<file path="src/dts_pkg.sv">
// Package for the dead-time edge select block: register map, field layout,
// reset values and prescale codes.
// Assumes a 32-bit APB slave with word-aligned 16-bit registers.
package dts_pkg;
  localparam int unsigned ADDR_W = 4;
  localparam int unsigned DATA_W = 32;
  localparam int unsigned REG_W  = 16;
  localparam int unsigned NCH    = 3;

  // Register byte offsets
  localparam logic [ADDR_W-1:0] OFF_DT_CFG   = 4'h0;
  localparam logic [ADDR_W-1:0] OFF_EDGE_SEL = 4'h4;
  localparam logic [ADDR_W-1:0] OFF_FAULT_A  = 4'h8;

  // Dead-time configuration: unit B prescale/count, unit A prescale/count
  localparam int unsigned DTB_PS_LSB  = 14;
  localparam int unsigned DTB_CNT_LSB = 8;
  localparam int unsigned DTA_PS_LSB  = 6;
  localparam int unsigned DTA_CNT_LSB = 0;
  localparam int unsigned PS_W        = 2;
  localparam int unsigned CNT_W       = 6;

  // Edge select bit positions
  localparam int unsigned SEL_CH3_ACT = 5;
  localparam int unsigned SEL_CH3_INA = 4;
  localparam int unsigned SEL_CH2_ACT = 3;
  localparam int unsigned SEL_CH2_INA = 2;
  localparam int unsigned SEL_CH1_ACT = 1;
  localparam int unsigned SEL_CH1_INA = 0;

  // Writable masks and reset values
  localparam logic [REG_W-1:0] EDGE_SEL_MASK  = 16'h003F;
  localparam logic [REG_W-1:0] EDGE_SEL_RST   = 16'h0000;
  localparam logic [REG_W-1:0] FAULT_A_MASK   = 16'h3F87;
  localparam logic [REG_W-1:0] FAULT_A_RST    = 16'h0007;
  localparam logic [REG_W-1:0] DT_CFG_RST     = 16'h0000;

  // Prescale codes to dead-time clock period in instruction cycles
  localparam logic [PS_W-1:0] PS_DIV1 = 2'h0;
  localparam logic [PS_W-1:0] PS_DIV2 = 2'h1;
  localparam logic [PS_W-1:0] PS_DIV4 = 2'h2;
  localparam logic [PS_W-1:0] PS_DIV8 = 2'h3;
  localparam int unsigned DIV_W = 3;

  // Unit select encoding
  localparam logic UNIT_A = 1'b0;
  localparam logic UNIT_B = 1'b1;
endpackage : dts_pkg

</file>
<file path="src/dts_edge_select.sv">
// Dead-time edge select block: APB registers, two dead-time units and
// per-channel, per-edge routing of the dead-time delay.
// Assumes edge events are one-cycle pulses synchronous to CORE_CLK.
//
// Notes on behaviour
// - Channel 3 inactive edge uses unit picked by bit 4.
// - Channel 2 active edge uses unit picked by bit 3.
// - Channel 2 inactive edge uses unit picked by bit 2.
// - Select one means unit B, zero means unit A.
// - Prescale 11 gives eight cycles, 10 gives four per count.
//
// Our own choices: the APB slave port and the register offsets.
`timescale 1ns/10ps
`default_nettype none
module dts_edge_select
  import dts_pkg::*;
(
  // Clock and reset
  input  wire logic                    CORE_CLK,
  input  wire logic                    RST,
  // APB slave
  input  wire logic                    PSEL,
  input  wire logic                    PENABLE,
  input  wire logic                    PWRITE,
  input  wire logic [dts_pkg::ADDR_W-1:0] PADDR,
  input  wire logic [dts_pkg::DATA_W-1:0] PWDATA,
  output logic      [dts_pkg::DATA_W-1:0] PRDATA,
  output logic                         PREADY,
  output logic                         PSLVERR,
  // Edge events per channel
  input  wire logic [dts_pkg::NCH-1:0] ACT_EDGE,
  input  wire logic [dts_pkg::NCH-1:0] INACT_EDGE,
  // Dead-time status
  output logic      [dts_pkg::NCH-1:0] DEAD_BUSY,
  output logic      [dts_pkg::NCH-1:0] DEAD_UNIT,
  output logic                         UNIT_A_BUSY,
  output logic                         UNIT_B_BUSY,
  // Fault A control fields
  output logic      [5:0]              FAULT_OVERRIDE,
  output logic                         FAULT_A_MODE,
  output logic      [dts_pkg::NCH-1:0] FAULT_A_PAIR_EN
);
  import dts_pkg::*;

  logic [REG_W-1:0] dt_cfg_q;
  logic [REG_W-1:0] edge_sel_q;
  logic [REG_W-1:0] fault_a_q;
  logic             wr_en;
  logic             rd_en;
  logic             addr_ok;
  logic [REG_W-1:0] wdata;
  logic [REG_W-1:0] rdata;
  logic             start_a;
  logic             start_b;
  logic             busy_a;
  logic             busy_b;
  logic [NCH-1:0]   act_sel;
  logic [NCH-1:0]   ina_sel;
  logic [NCH-1:0]   unit_d;
  logic [NCH-1:0]   unit_q;
  logic [NCH-1:0]   pend_q;

  function automatic logic map_hit(input logic [ADDR_W-1:0] a);
    map_hit = (a == OFF_DT_CFG) || (a == OFF_EDGE_SEL)
           || (a == OFF_FAULT_A);
  endfunction : map_hit

  // Zero-wait slave; unmapped addresses answer with an error
  assign addr_ok = map_hit(PADDR);
  assign wr_en   = PSEL && PENABLE && PWRITE && addr_ok;
  assign rd_en   = PSEL && !PENABLE && !PWRITE;
  assign wdata   = PWDATA[REG_W-1:0];
  assign PREADY  = 1'b1;
  assign PSLVERR = PSEL && PENABLE && !addr_ok;

  always_ff @(posedge CORE_CLK) begin
    if (RST) begin
      dt_cfg_q <= DT_CFG_RST;
    end else if (wr_en && PADDR == OFF_DT_CFG) begin
      dt_cfg_q <= wdata;
    end
  end

  // Only low six select bits stored
  always_ff @(posedge CORE_CLK) begin
    if (RST) begin
      edge_sel_q <= EDGE_SEL_RST;
    end else if (wr_en && PADDR == OFF_EDGE_SEL) begin
      edge_sel_q <= wdata & EDGE_SEL_MASK;
    end
  end

  always_ff @(posedge CORE_CLK) begin
    if (RST) begin
      fault_a_q <= FAULT_A_RST;
    end else if (wr_en && PADDR == OFF_FAULT_A) begin
      fault_a_q <= wdata & FAULT_A_MASK;
    end
  end

  always_comb begin
    unique case (PADDR)
      OFF_DT_CFG:   rdata = dt_cfg_q;
      OFF_EDGE_SEL: rdata = edge_sel_q;
      OFF_FAULT_A:  rdata = fault_a_q;
      default:      rdata = '0;
    endcase
  end

  // Read data registered in setup so it is stable in the access phase
  always_ff @(posedge CORE_CLK) begin
    if (RST) begin
      PRDATA <= '0;
    end else if (rd_en) begin
      PRDATA <= {{(DATA_W-REG_W){1'b0}}, rdata};
    end
  end

  assign act_sel = {edge_sel_q[SEL_CH3_ACT], edge_sel_q[SEL_CH2_ACT],
                    edge_sel_q[SEL_CH1_ACT]};
  assign ina_sel = {edge_sel_q[SEL_CH3_INA], edge_sel_q[SEL_CH2_INA],
                    edge_sel_q[SEL_CH1_INA]};

  // Unit chosen for each channel's current edge; active edge wins a tie
  always_comb begin
    unit_d = unit_q;
    for (int i = 0; i < NCH; i++) begin
      if (ACT_EDGE[i]) begin
        unit_d[i] = act_sel[i];
      end else if (INACT_EDGE[i]) begin
        unit_d[i] = ina_sel[i];
      end
    end
  end

  always_ff @(posedge CORE_CLK) begin
    if (RST) begin
      unit_q <= '0;
    end else begin
      unit_q <= unit_d;
    end
  end

  // One routes to unit B, zero to unit A
  always_comb begin
    start_a = 1'b0;
    start_b = 1'b0;
    for (int i = 0; i < NCH; i++) begin
      if (ACT_EDGE[i] || INACT_EDGE[i]) begin
        if (unit_d[i] == UNIT_B) begin
          start_b = 1'b1;
        end else begin
          start_a = 1'b1;
        end
      end
    end
  end

  // Channel stays in dead time while its unit counts
  always_ff @(posedge CORE_CLK) begin
    if (RST) begin
      pend_q <= '0;
    end else begin
      for (int i = 0; i < NCH; i++) begin
        pend_q[i] <= ACT_EDGE[i] || INACT_EDGE[i];
      end
    end
  end

  // Units are shared; a new edge restarts the chosen unit
  dts_dead_timer u_unit_a (
    .clk      (CORE_CLK),
    .rst      (RST),
    .prescale (dt_cfg_q[DTA_PS_LSB +: PS_W]),
    .count    (dt_cfg_q[DTA_CNT_LSB +: CNT_W]),
    .start    (start_a),
    .busy     (busy_a)
  );

  dts_dead_timer u_unit_b (
    .clk      (CORE_CLK),
    .rst      (RST),
    .prescale (dt_cfg_q[DTB_PS_LSB +: PS_W]),
    .count    (dt_cfg_q[DTB_CNT_LSB +: CNT_W]),
    .start    (start_b),
    .busy     (busy_b)
  );

  always_ff @(posedge CORE_CLK) begin
    if (RST) begin
      DEAD_BUSY <= '0;
    end else begin
      for (int i = 0; i < NCH; i++) begin
        DEAD_BUSY[i] <= pend_q[i] ? 1'b1
                      : (DEAD_BUSY[i] &&
                         ((unit_q[i] == UNIT_B) ? busy_b : busy_a));
      end
    end
  end

  assign DEAD_UNIT       = unit_q;
  assign UNIT_A_BUSY     = busy_a;
  assign UNIT_B_BUSY     = busy_b;
  assign FAULT_OVERRIDE  = fault_a_q[13:8];
  assign FAULT_A_MODE    = fault_a_q[7];
  assign FAULT_A_PAIR_EN = fault_a_q[NCH-1:0];
endmodule : dts_edge_select
`default_nettype wire

</file>
<file path="src/dts_dead_timer.sv">
// One dead-time unit: prescaled down-counter started by an edge event.
// Assumes the caller holds prescale and count stable while running.
`timescale 1ns/10ps
`default_nettype none
module dts_dead_timer
  import dts_pkg::*;
(
  // Clock and reset
  input  wire logic             clk,
  input  wire logic             rst,
  // Setup
  input  wire logic [dts_pkg::PS_W-1:0]  prescale,
  input  wire logic [dts_pkg::CNT_W-1:0] count,
  // Control
  input  wire logic                      start,
  output logic                           busy
);
  import dts_pkg::*;

  logic [DIV_W-1:0] div_q;
  logic [CNT_W-1:0] cnt_q;
  logic             tick;

  function automatic logic [DIV_W-1:0] ps_limit(input logic [PS_W-1:0] ps);
    unique case (ps)
      PS_DIV1: ps_limit = 3'h0;
      PS_DIV2: ps_limit = 3'h1;
      PS_DIV4: ps_limit = 3'h3;
      PS_DIV8: ps_limit = 3'h7;
    endcase
  endfunction : ps_limit

  assign tick = (div_q == ps_limit(prescale));

  always_ff @(posedge clk) begin
    if (rst || start || tick) begin
      div_q <= '0;
    end else begin
      div_q <= div_q + 3'h1;
    end
  end

  always_ff @(posedge clk) begin
    if (rst) begin
      cnt_q <= '0;
    end else if (start) begin
      cnt_q <= count;
    end else if (tick && cnt_q != '0) begin
      cnt_q <= cnt_q - 6'h01;
    end
  end

  assign busy = (cnt_q != '0);
endmodule : dts_dead_timer
`default_nettype wire

</file>
<file path="config.mk">
export PLATFORM = sky130hd
export DESIGN_NAME = dts_edge_select
export DESIGN_NICKNAME = d
export VERILOG_FILES = /design/src/dts_pkg.sv /design/src/dts_edge_select.sv /design/src/dts_dead_timer.sv
export SDC_FILE = /design/constraint.sdc
export NUM_CORES = 1
export LEC_CHECK = 0
export BUFFER_PORTS_ARGS = -buffer_cell sky130_fd_sc_hd__buf_4
export CAP_MARGIN = 20
export CORE_ASPECT_RATIO = 1.4
export CORE_MARGIN = 5
export CORE_UTILIZATION = 58
export CTS_BUF_LIST = sky130_fd_sc_hd__clkbuf_2
export DETAILED_ROUTE_END_ITERATION = 7
export PLACE_DENSITY = 0.95
export SYNTH_ARGS = -nofsm -noshare
export SYNTH_HDL_FRONTEND = slang
export SYNTH_SLANG_ARGS = --single-unit
</file>
<file path="constraint.sdc">
create_clock -name CORE_CLK -period 3 [get_ports CORE_CLK]
set_input_delay 0.3 -clock CORE_CLK [delete_from_list [all_inputs] [get_ports CORE_CLK]]
set_output_delay 0.3 -clock CORE_CLK [all_outputs]
set_load 0.05 [all_outputs]
</file>
Word-level counts from Yosys, hierarchy flattened --
Cells that the tools add are included.
Storage, ports and cells: bits in registers 75, bits of input ports 47, output and inout port bits 52, logic and storage cells 89
Operators by class: add/sub/neg operators 4, equal/unequal tests 10, multiplexer cells 31, reductions and logical operators 33
Operators by type and width (number):
- case mux 16 bit (3 select lines) | 1
- two-way mux 1 bit | 24
- two-way mux 6 bit | 4
- case mux 3 bit (4 select lines) | 2
- logical AND 1 bit | 14
- nonzero test 6 bit | 2
- subtractor 6 x 1 -> 6 bit (second input constant) | 2
- logical OR 1 bit | 9
- equality test 2 bit (second input constant) | 4
- adder 3 x 1 -> 3 bit (second input constant) | 2
- equality test 3 bit | 2
- equality test 2 x 1 -> 1 bit (second input constant) | 2
- equality test 4 x 3 -> 1 bit (second input constant) | 1
- equality test 4 bit (second input constant) | 1
- zero test 2 bit | 2
- zero test 4 bit | 1
- nonzero test 2 bit | 2
- zero test 1 bit | 3

Depth between registers and ports, before layout --
Gate-level depths: netlist of run 1.
word-level depth 10, depth in mapped cells 7, depth with buffers taken out 7

Cells and area by module --
Synthesis of run 1 repeated with hierarchy kept, for this count alone.
Unflattened totals: cells, all modules 414, area, all modules 3807.4 um^2
Modules (own cells, without submodules):
- dts_edge_select | instances 1, cells each 296, area each 2713.9 um^2, sequential area each 1141.1 um^2
- dts_dead_timer | instances 2, cells each 59, area each 546.8 um^2, sequential area each 180.2 um^2

Worst setup path after synthesis of run 1 --
No wires, ideal clock.
path kind reg-to-reg, from register u_unit_a.cnt_q[0], to register u_unit_a.cnt_q[4], setup time 0.091 ns, data arrival time 2.008 ns, required time 2.909 ns, path slack 0.901 ns, cell stages (with the launch flop) 8, buffers on the path 0, clock period less this slack 2.099 ns, cell sequence dfxtp_1 -> inv_1 -> ha_1 -> and3b_1 -> inv_1 -> o211ai_1 -> or4_1 -> a311oi_1
Between the ends: cells in the longest elaborated chain, start to end 3, elaborated cells on any way between the ends 6, those cells by class add/sub (1); mux (2); reduce/logical (3)
RTL lines:
- from (decl) | line dts_dead_timer.sv:21 | logic [CNT_W-1:0] cnt_q;
- from (signal assigned) | line dts_dead_timer.sv:47 | cnt_q <= count;
- from (signal assigned) | line dts_dead_timer.sv:49 | cnt_q <= cnt_q - 6'h01;
- nonzero test 6 bit
- net UNIT_A_BUSY | line dts_edge_select.sv:36 | output logic UNIT_A_BUSY,
- logical AND 1 bit | line dts_dead_timer.sv:48 | end else if (tick && cnt_q != '0) begin
- nonzero test 2 bit (no source line)
The timed path passes the listed nets, and every way through them passes these cells. The select of a mux whose other input is x is not followed. A chain may end at the register's enable or synchronous reset.

Worst setup path after layout of run 1 --
from register dt_cfg_q[14], to register u_unit_b.cnt_q[3]
Between the ends: cells in the longest elaborated chain, start to end 5, elaborated cells on any way between the ends 8, those cells by class eq/ne (4); mux (1); reduce/logical (3)
RTL lines:
- from (decl) | line dts_edge_select.sv:45 | logic [REG_W-1:0] dt_cfg_q;
- from (signal assigned) | line dts_edge_select.sv:80 | dt_cfg_q <= wdata;
- equality test 2 bit, or another cell as far along | line dts_dead_timer.sv:25 | unique case (ps)
- case mux 3 bit (4 select lines) (*) | line dts_dead_timer.sv:25
- equality test 3 bit (*) | line dts_dead_timer.sv:33 | assign tick = (div_q == ps_limit(prescale));
- logical AND 1 bit (*) | line dts_dead_timer.sv:48
- nonzero test 2 bit (no source line) (*)
- to (signal assigned) | line dts_dead_timer.sv:47
- to (signal assigned) | line dts_dead_timer.sv:49
- to (decl) | line dts_dead_timer.sv:21
Every way passes the cells marked *; elsewhere a longest branch is shown, timed or not.

==> impl_metrics.csv, run 1 <==
group,metric,value,unit
place,dpl.hpwl,6040,µm
setup_path,worstPathRequired,3460,ps
run,maxCapViolations,0,
die,initial_utilization,0.591,
clock_network,clkLatencyLatePin,550,ps
power_and_ir_drop,p_sw,564,µW
power_and_ir_drop,p_clk_frac,0.341,
die,core,5820,µm²
grt,grt_overflow,0,
sta,worstMarginPinSlew,719,ps
synthesis,yosys_register_bits,75,
clock_network,h-tree-depth,3,
grt,antenna_found_initial,0,
die,die_h,101,µm
setup_path,crit_family,"simple AND/OR/NAND/NOR gates",
clock_network,holdBufCountCts,19,
drt,wire_per_inst,16.0,µm
grt,grtUsageTotal,0.256,
power_and_ir_drop,leakage,1.65,nW
sta,setup_slack,875,ps
setup_path,crit_path_end_kind,"flip-flop",
die,die-area,7600,µm²
sta,fin_setup_tns,0,ps
power_and_ir_drop,power_frac_comb,0.157,
place,place_area,3900,µm²
clock_network,cts_tree,"yes",
sta,rsz0062_at_grt,"false",
die,io_pins,99,
drt,drtIter0Drc,343,
clock_network,clk_pin_slew_worst_paths,220,ps
power_and_ir_drop,intPower,1.49,mW
final_layout,final_area,4240,µm²
drt,num_vias,3356,
synthesis,ys_warn_count,0,
clock_network,clock_sinks,75,
setup_path,cp.buffers_inverters,0,
sta,fin_skew,35.7,ps
grt,grt_pass1_vias,3235,
final_layout,final_nets,548,
status,outcome,"complete, no violations",
sta,setup-violations-final,0,
drt,wirelength,9090,µm
power_and_ir_drop,ir_drop,335,µV
drt,drcViolationCount,0,
die,die_x,75.1,µm
worst_hold_path,hold_path.class,"primary input to flip-flop",
synthesis,synthCells,417,
sta,fmax,0.471,GHz
drt,ant_nets,0,
sta,finalMaxSlewViolations,0,
drt,dr.pass1.iters,8,
clock_network,postCtsSetupBuffers,0,
power_and_ir_drop,power-per-cell-area,483,nW/µm²
setup_path,critPathMaxFanout,9,
final_layout,syn2layout_area_growth,23.3,%
grt,grt_first_pass_wirelength,15100,µm
drt,viasPerCell,5.90,
setup_path,critPathMaxStageDelay,560,ps
final_layout,drive_gt1_frac,0.186,
synthesis,synth.distinct_cells,46,
sta,finalHoldViolCount,0,
power_and_ir_drop,switching_share,0.275,
sta,finalCritPeriodShare,0.708,
power_and_ir_drop,p_seq_frac,0.503,
place,io_buffers,65,
setup_path,worst_ep_arrival_time,2580,ps
sta,finalCriticalPeriod,2120,ps
setup_path,path_cells,"or4_4 > a21oi_4 > o21ai_4 > or4b_1 > a311oi_1",
clock_network,cts_resized,0,
clock_network,cts-buffers-inserted,9,
sta,relSlewSlack,0.521,
setup_path,worstSetupPathType,"flip-flop to flip-flop",
setup_path,cp-start-kind,"flip-flop",
clock_network,root_buffer,"clkbuf_2",
setup_path,crit_slowest_cell,"or4_4",
synthesis,ys_seq_area_frac,0.436,
grt,grt_max_degree,76,
final_layout,diodes,0,
clock_network,clockBufferDepth,2,
synthesis,syn_area,3440,µm²
synthesis,synth_area_per_cell,8.25,µm²
place,routabilityCongestion,0.814,
die,rows,33,
place,post-place-ws,902,ps
[state kept, by name, indices dropped and copies added, names as in the netlist]
signal and count:
DEAD_UNIT 3, u_unit_a.div_q 3, DEAD_BUSY 3, u_unit_b.div_q 3, u_unit_b.cnt_q 6, dt_cfg_q 16
fault_a_q 10, PRDATA 16, edge_sel_q 6, u_unit_a.cnt_q 6, pend_q 3
[layout by cell type (no fill, tap or decap), types with 10 or more instances in the layout]
| cell | count |
|---|---|
| conb_1 | 17 |
| nor2_1 | 64 |
| dlygate4sd3_1 | 19 |
| dfxtp_1 | 75 |
| a21oi_1 | 48 |
| clkbuf_2 | 10 |
| buf_4 | 70 |
| a22oi_1 | 10 |
| nand2_1 | 65 |
[through the flow]
step	hold WS [ps]	instances	util	total power, mW
2_1_floorplan	413	432	-	1.27
3_3_place_gp	420	535	0.670	1.34
3_5_place_dp	428	535	0.670	1.35
4_1_cts	9.02	569	0.729	2.05
5_1_grt	19.9	569	0.729	2.14
6_report	41.5	569	0.729	2.05
[logic make-up (layout without fill, tap and decap cells)]
group | count (synthesis) | in the layout | share of synthesized area
flops | 75 | 75 | 0.436
mux | 9 | 9 | 0.0262
xor+xnor | 6 | 6 | 0.0153
fa+ha+maj | 6 | 6 | 0.0218
buf+inv | 44 | 111 | 0.0705
simple gates | 186 | 186 | 0.257
other cells | 2 | 17 | 0.00218
compound gates | 89 | 89 | 0.171
[tightest hold or removal path: stages]
cell and delay, ps:
buf_4 90, mux2i_1 60, nor2_1 80
[final cells by class]
cell class              count  area [µm²]
inverters                   7        26.3
repair buffers             89         716
multi-input cells         313        1760
well taps                  70        87.6
fillers                   397        1580
clock buffers              10        50.0
clock inverters             5         103
flip-flops and latches     75        1500
[per-layer routing]
metal | vias up | track usage | share of wire
li1 | 1576 | - | -
met1 | 1532 | 0.299 | 0.37
met2 | 202 | 0.429 | 0.51
met3 | 46 | 0.0576 | 0.084
met4 | 0 | 0.130 | 0.034
met5 | - | 0 | 0
[cell usage after synthesis, drive strengths merged]
cell type	instances	area, µm²
and3b	2	17.5
a21bo	1	10.0
mux2i	9	90.1
nand3b	5	37.5
a22oi	10	75.1
a311oi	6	52.6
nor4	2	18.8
o211ai	2	15.0
nor3b	5	37.5
o21a	1	7.51
o41ai	1	8.76
a21oi	50	273
conb	2	7.51
xnor2	4	35.0
buf	21	156
o31ai	1	7.51
nand3	6	30.0
nand4	2	12.5
or4	4	33.8
nor4b	2	23.8
nor2	64	240
a211oi	8	60.1
nand4b	3	26.3
and4	3	26.3
nand2b	2	12.5
clkbuf	16	60.1
dfxtp	75	1500
nor2b	6	37.5
xor2	2	17.5
o221ai	2	17.5
or3	5	31.3
inv	7	26.3
nor3	9	45.0
o21ai	4	31.3
a222oi	3	30.0
ha	6	75.1
or4b	1	10.0
nand2	65	244
[power groups by stage]
stage	registers [mW]	logic (mW)	clock network (mW)
after floorplan	1.07	0.209	0
after global placement	1.05	0.290	0
after detailed placement	1.05	0.296	0
after CTS	1.03	0.319	0.700
after global routing	1.03	0.348	0.753
final	1.03	0.321	0.699
[path summary, 6_finish.rpt]
path                      from           endpoint  slack (ps)  depth (start not counted)
setup / recovery  dt_cfg_q[14]  u_unit_b.cnt_q[3]         880                          5
hold / removal       PWDATA[5]      edge_sel_q[5]          40                          3
setup reg to reg  dt_cfg_q[14]  u_unit_b.cnt_q[3]         880                          5
hold reg to reg      pend_q[1]       DEAD_BUSY[1]         460                          2
No activity file was read; power rests on OpenSTA's default activity.
==> run 2: changes to the inputs <==
- CORE_UTILIZATION: 58 -> 54
- clock period: 3 -> 2 ns (I/O delays scaled with it)
==> run 2 against run 1 <==
  * Sequential power increased by 50%
  * Utilization grew 0.31 points
  * Critical path depth grew 1
  * Critical path type unchanged
  * Final cell count rose by 5.6%
  * Largest power group unchanged
  * Flip-flop and latch count stayed put
==> impl_metrics.csv, run 2 (synthesized netlist as in run 1, its figures left out) <==
group,metric,value,unit
status,outcome,"complete, no violations",
clock_network,clockBufferDepth,2,
power_and_ir_drop,ir_drop,433,µV
clock_network,clkLatencyLatePin,540,ps
setup_path,reg2reg_to,"u_unit_a.cnt_q[3]",
sta,finalCritPeriodShare,0.992,
sta,hold_ws,87.9,ps
setup_path,rr_worst_depth,6,
drt,viasPerCell,6.08,
setup_path,critPathMaxFanout,5,
sta,finalMaxSlewViolations,0,
final_layout,final_nets,578,
sta,fmax,0.504,GHz
clock_network,h-tree-depth,3,
worst_hold_path,min_to,"PRDATA[8]",
power_and_ir_drop,switching_share,0.297,
clock_network,cts-buffers-inserted,9,
final_layout,reg.largest.list,"PRDATA (16), dt_cfg_q (16), fault_a_q (10)",
drt,ant_nets,0,
sta,worstMarginPinSlew,632,ps
power_and_ir_drop,p_seq_frac,0.509,
clock_network,cts_tree,"yes",
power_and_ir_drop,p_sw,901,µW
drt,wirelength,10900,µm
setup_path,worst_ep_arrival_time,2410,ps
grt,grt_max_degree,46,
place,io_buffers,65,
power_and_ir_drop,power.total,3.03,mW
setup_path,worstPathRequired,2430,ps
drt,num_vias,3653,
drt,drcViolationCount,0,
final_layout,final_util,0.732,
final_layout,diodes,0,
sta,finalHoldViolCount,0,
die,die_h,104,µm
power_and_ir_drop,intPower,2.13,mW
die,initial_utilization,0.554,
final_layout,syn2layout_area_growth,32.1,%
worst_hold_path,hp-start,"RST",
place,place_inst,552,
place,routabilityCongestion,0.871,
power_and_ir_drop,p_clk_frac,0.307,
final_layout,layout_common_cells,"buf_4 (91), dfxtp_1 (67), nand2_1 (65), nor2_1 (63), a21oi_1 (46)",
clock_network,clk_pin_slew_worst_paths,200,ps
sta,setup-violations-final,0,
setup_path,timing.rr.start,"dt_cfg_q[7]",
power_and_ir_drop,leakage,1.79,nW
worst_hold_path,holdPathStages,2,
die,rows,34,
grt,grtUsageTotal,0.250,
final_layout,final_common_cell,"buf_4",
run,maxCapViolations,0,
setup_path,crit_path_end_kind,"flip-flop",
clock_network,root_buffer,"clkbuf_2",
die,core,6210,µm²
setup_path,cp-start-kind,"flip-flop",
clock_network,clock_sinks,75,
drt,drtIter0Drc,624,
setup_path,worstSetupPathType,"flip-flop to flip-flop",
sta,rsz0062_at_grt,"true",
final_layout,drive_gt1_frac,0.259,
grt,antenna_found_initial,0,
final_layout,fin_cells,601,
place,dpl.hpwl,6520,µm
grt,grt_first_pass_wirelength,16700,µm
die,die_x,77.5,µm
grt,grt_overflow,0,
sta,relSlewSlack,0.578,
grt,grt_pass1_vias,3550,
drt,dr.pass1.iters,6,
die,io_pins,99,
worst_hold_path,hold_path.class,"primary input to flip-flop",
sta,finalCriticalPeriod,1980,ps
sta,fin_skew,35.2,ps
power_and_ir_drop,power_frac_comb,0.183,
die,die-area,8090,µm²
power_and_ir_drop,power-per-cell-area,667,nW/µm²
drt,wire_per_inst,18.1,µm
setup_path,r2r_setup_slack,20,ps
-- run 2: cell count changes in the layout (fill, tap and decap cells not counted), sizes merged --
cell,previous run,this run
buf,70,94
dlygate4sd3,19,25
clkinvlp,0,2
bufinv,3,2
clkbuf,10,9
clkinv,2,3
inv,7,6
-- run 2: through the flow --
stage / area [µm²] / TNS (ps) / worst slack (ps)
floorplan: 3500 / 0 / 47.9
global placement: 4020 / 0 / 62.2
detailed placement: 4020 / -10.5 / -10.5
CTS: 4410 / -28.5 / -13.7
global route: 4550 / -132 / -52.8
finish: 4550 / 0 / 15.9
-- run 2: final cells by class --
class / count / area (µm²)
Multi-Input combinational cell: 313 / 1820
Clock inverter: 6 / 81.3
Timing Repair Buffer: 119 / 961
Clock buffer: 9 / 45.0
Inverter: 7 / 30.0
Tap cell: 72 / 90.1
Fill cell: 389 / 1660
Sequential cell: 75 / 1520
-- run 2: how the worst max path moves through the flow --
| stage | startpoint | slack (ps) | cells past startpoint | end |
|---|---|---|---|---|
| after floorplan | dt_cfg_q[14] | 50 | 5 | u_unit_b.cnt_q[3] |
| after global placement | dt_cfg_q[7] | 60 | 5 | u_unit_a.cnt_q[4] |
| after detailed placement | dt_cfg_q[7] | -10 | 5 | u_unit_a.cnt_q[5] |
| after CTS | u_unit_a.cnt_q[2] | -10 | 4 | UNIT_A_BUSY |
| after global routing | dt_cfg_q[15] | -50 | 6 | u_unit_b.cnt_q[5] |
| final | dt_cfg_q[7] | 20 | 6 | u_unit_a.cnt_q[3] |
-- run 2: power groups by stage --
stage | logic [mW] | registers [mW] | clock network, mW
6_report | 0.556 | 1.55 | 0.932
5_1_grt | 0.590 | 1.55 | 0.998
4_1_cts | 0.508 | 1.55 | 0.921
3_5_place_dp | 0.465 | 1.58 | 0
3_3_place_gp | 0.452 | 1.57 | 0
2_1_floorplan | 0.314 | 1.60 | 0
-- run 2: timing repair --
item	CTS	global route
setup endpoints to repair	6	13
hold buffers	25	0
pin swaps	0	10
gates cloned	0	1
endpoints found under the hold margin	38	0
buffers inserted	0	8
gates resized for setup	5	22
-- run 2: critical path, cell delays in order (launching register included) --
cell,delay [ps]
dfxtp_4,400
or4_4,530
a21oi_4,220
buf_4,140
o21a_1,230
nand3b_1,110
a311oi_1,280
-- run 2: metal layers --
metal / share of wire / track usage / vias up / wire length, µm
li1: - / - / 1639 / -
met1: 0.37 / 0.283 / 1695 / 3990
met2: 0.51 / 0.434 / 264 / 5510
met3: 0.091 / 0.0546 / 55 / 989
met4: 0.034 / 0.120 / 0 / 367
met5: 0 / 0 / - / 0
==> run 3: changes to the inputs <==
- REMOVE_ABC_BUFFERS: unset -> 1
==> run 3 against run 2 <==
  * Fmax about the same
  * Global-route usage up 0.88 points
  * Sequential share of layout area up 0.44 points
  * Design area down 1.5%
  * Clock power down 23%
  * Largest power group unchanged
  * Die area unchanged
  * Power down 7.3%
  * Clock-buffer cell count unchanged
  * Critical path type unchanged
  * Non-clock buffer count down 2
  * Final cell count unchanged
  * Utilization down 1.1 points
==> impl_metrics.csv, run 3 (synthesized netlist as in run 1, its figures left out) <==
group,metric,value,unit
clock_network,clkLatencyLatePin,540,ps
grt,grt_first_pass_wirelength,16900,µm
clock_network,clk_pin_slew_worst_paths,240,ps
die,rows,34,
place,dpl.hpwl,6760,µm
drt,dr.pass1.iters,6,
final_layout,regArea,1520,µm²
sta,worstMarginPinSlew,642,ps
clock_network,clock_sinks,75,
final_layout,final_nets,576,
power_and_ir_drop,power.total,2.81,mW
die,core,6210,µm²
final_layout,final_util,0.721,
sta,finalHoldViolCount,0,
clock_network,cts-buffers-inserted,9,
final_layout,reg.largest.list,"PRDATA (16), dt_cfg_q (16), fault_a_q (10)",
final_layout,syn2layout_area_growth,30.1,%
setup_path,crit_path_end_kind,"flip-flop",
drt,drtIter0Drc,381,
drt,viasPerCell,6.07,
sta,fin_skew,37.4,ps
die,io_pins,99,
setup_path,path_cells,"or4_4 > a21oi_4 > o211ai_1 > or4_1 > a311oi_1",
grt,grt_overflow,0,
setup_path,worstSetupPathType,"flip-flop to flip-flop",
sta,relSlewSlack,0.571,
sta,finalCritPeriodShare,0.992,
run,maxCapViolations,0,
setup_path,worst_ep_arrival_time,2430,ps
power_and_ir_drop,leakage,1.76,nW
clock_network,root_buffer,"clkbuf_2",
die,initial_utilization,0.554,
setup_path,r2r_setup_slack,20,ps
final_layout,final_common_cell,"buf_4",
sta,finalCriticalPeriod,1980,ps
power_and_ir_drop,ir_drop,449,µV
clock_network,clockBufferDepth,2,
drt,wire_per_inst,18.3,µm
die,die_x,77.5,µm
setup_path,cp-start-kind,"flip-flop",
grt,grt_max_degree,59,
grt,antenna_found_initial,0,
sta,finalMaxSlewViolations,0,
grt,grtUsageTotal,0.259,
die,die_h,104,µm
drt,wirelength,11000,µm
power_and_ir_drop,power-per-cell-area,628,nW/µm²
setup_path,critPathMaxStageDelay,520,ps
final_layout,layout_common_cells,"buf_4 (89), dfxtp_1 (68), nand2_1 (65), nor2_1 (64), a21oi_1 (46)",
drt,drcViolationCount,0,
place,post-place-ws,-35.2,ps
setup_path,critPathMaxFanout,5,
sta,rsz0062_at_grt,"true",
clock_network,h-tree-depth,3,
clock_network,cts_tree,"yes",
final_layout,fillers,408,
final_layout,drive_gt1_frac,0.248,
die,die-area,8090,µm²
worst_hold_path,hold_path.class,"primary input to flip-flop",
setup_path,worstPathRequired,2440,ps
setup_path,crit_slowest_cell,"or4_4",
drt,num_vias,3646,
sta,setup-violations-final,0,
drt,ant_nets,0,
sta,setup_slack,15.8,ps
place,io_buffers,65,
status,outcome,"complete, no violations",
sta,fmax,0.504,GHz
place,routabilityCongestion,0.882,
grt,grt_pass1_vias,3607,
final_layout,multiInputGateArea,1790,µm²
[run 3: cell types whose count changed in the layout (fill, tap and decap cells not counted), sizes merged]
cell | before | now
buf | 94 | 92
diode | 0 | 1
clkinvlp | 2 | 4
inv | 6 | 7
bufinv | 2 | 0
[run 3: metrics by stage]
step / std cells / area [µm²] / TNS (ps) / hold WS [ps]
floorplan: 395 / 3280 / -2160 / 269
global placement: 553 / 4040 / 0 / 416
detailed placement: 553 / 4040 / -35.2 / 433
CTS: 595 / 4400 / -7.59 / 124
global route: 600 / 4470 / -163 / 95.7
finish: 601 / 4480 / 0 / 138
[run 3: report_power, final]
part	internal [mW]	total, mW	switching [mW]
combinational	0.208	0.551	0.343
sequential	1.52	1.55	0.0242
clock	0.154	0.713	0.559
total	1.89	2.81	0.926
[run 3: final cells by class]
cell class                 count  area share
inverter                       7     0.00587
timing repair buffer         117       0.215
clock buffer                   9      0.0101
multi-input combinational    313       0.400
sequential                    75       0.338
antenna                        1    0.000559
tap                           72      0.0201
clock inverter                 7      0.0101
[run 3: worst max-delay path, delay by kind of cell (launching register included)]
| family | cells | cell delay [ps] |
|---|---|---|
| AOI/OAI and AO/OA | 3 | 540 |
| DFF | 1 | 410 |
| and+or+nand+nor | 2 | 970 |
[run 3: path summary, 6_finish.rpt]
kind,end,start,cells past startpoint
worst max register to register,u_unit_a.cnt_q[4],dt_cfg_q[7],5
worst max-delay path,u_unit_a.cnt_q[4],dt_cfg_q[7],5
worst min-delay path,pend_q[2],RST,2
worst min register to register,PRDATA[15],PRDATA[15],2
[run 3: what timing repair did]
| item | 4_1_cts | 5_1_grt |
|---|---|---|
| setup endpoints to repair | 3 | 10 |
| gates resized for setup | 6 | 13 |
| buffers inserted | 1 | 5 |
| endpoints found under the hold margin | 38 | 0 |
| hold buffers | 25 | 0 |
| gates cloned | 0 | 0 |
| pin swaps | 4 | 5 |
[run 3: metal layers]
metal | up-vias | GRT usage | part of all wire
met5 | - | 0 | 0
met4 | 0 | 0.165 | 0.049
met3 | 62 | 0.0641 | 0.097
met2 | 268 | 0.437 | 0.50
met1 | 1681 | 0.282 | 0.35
li1 | 1635 | - | -
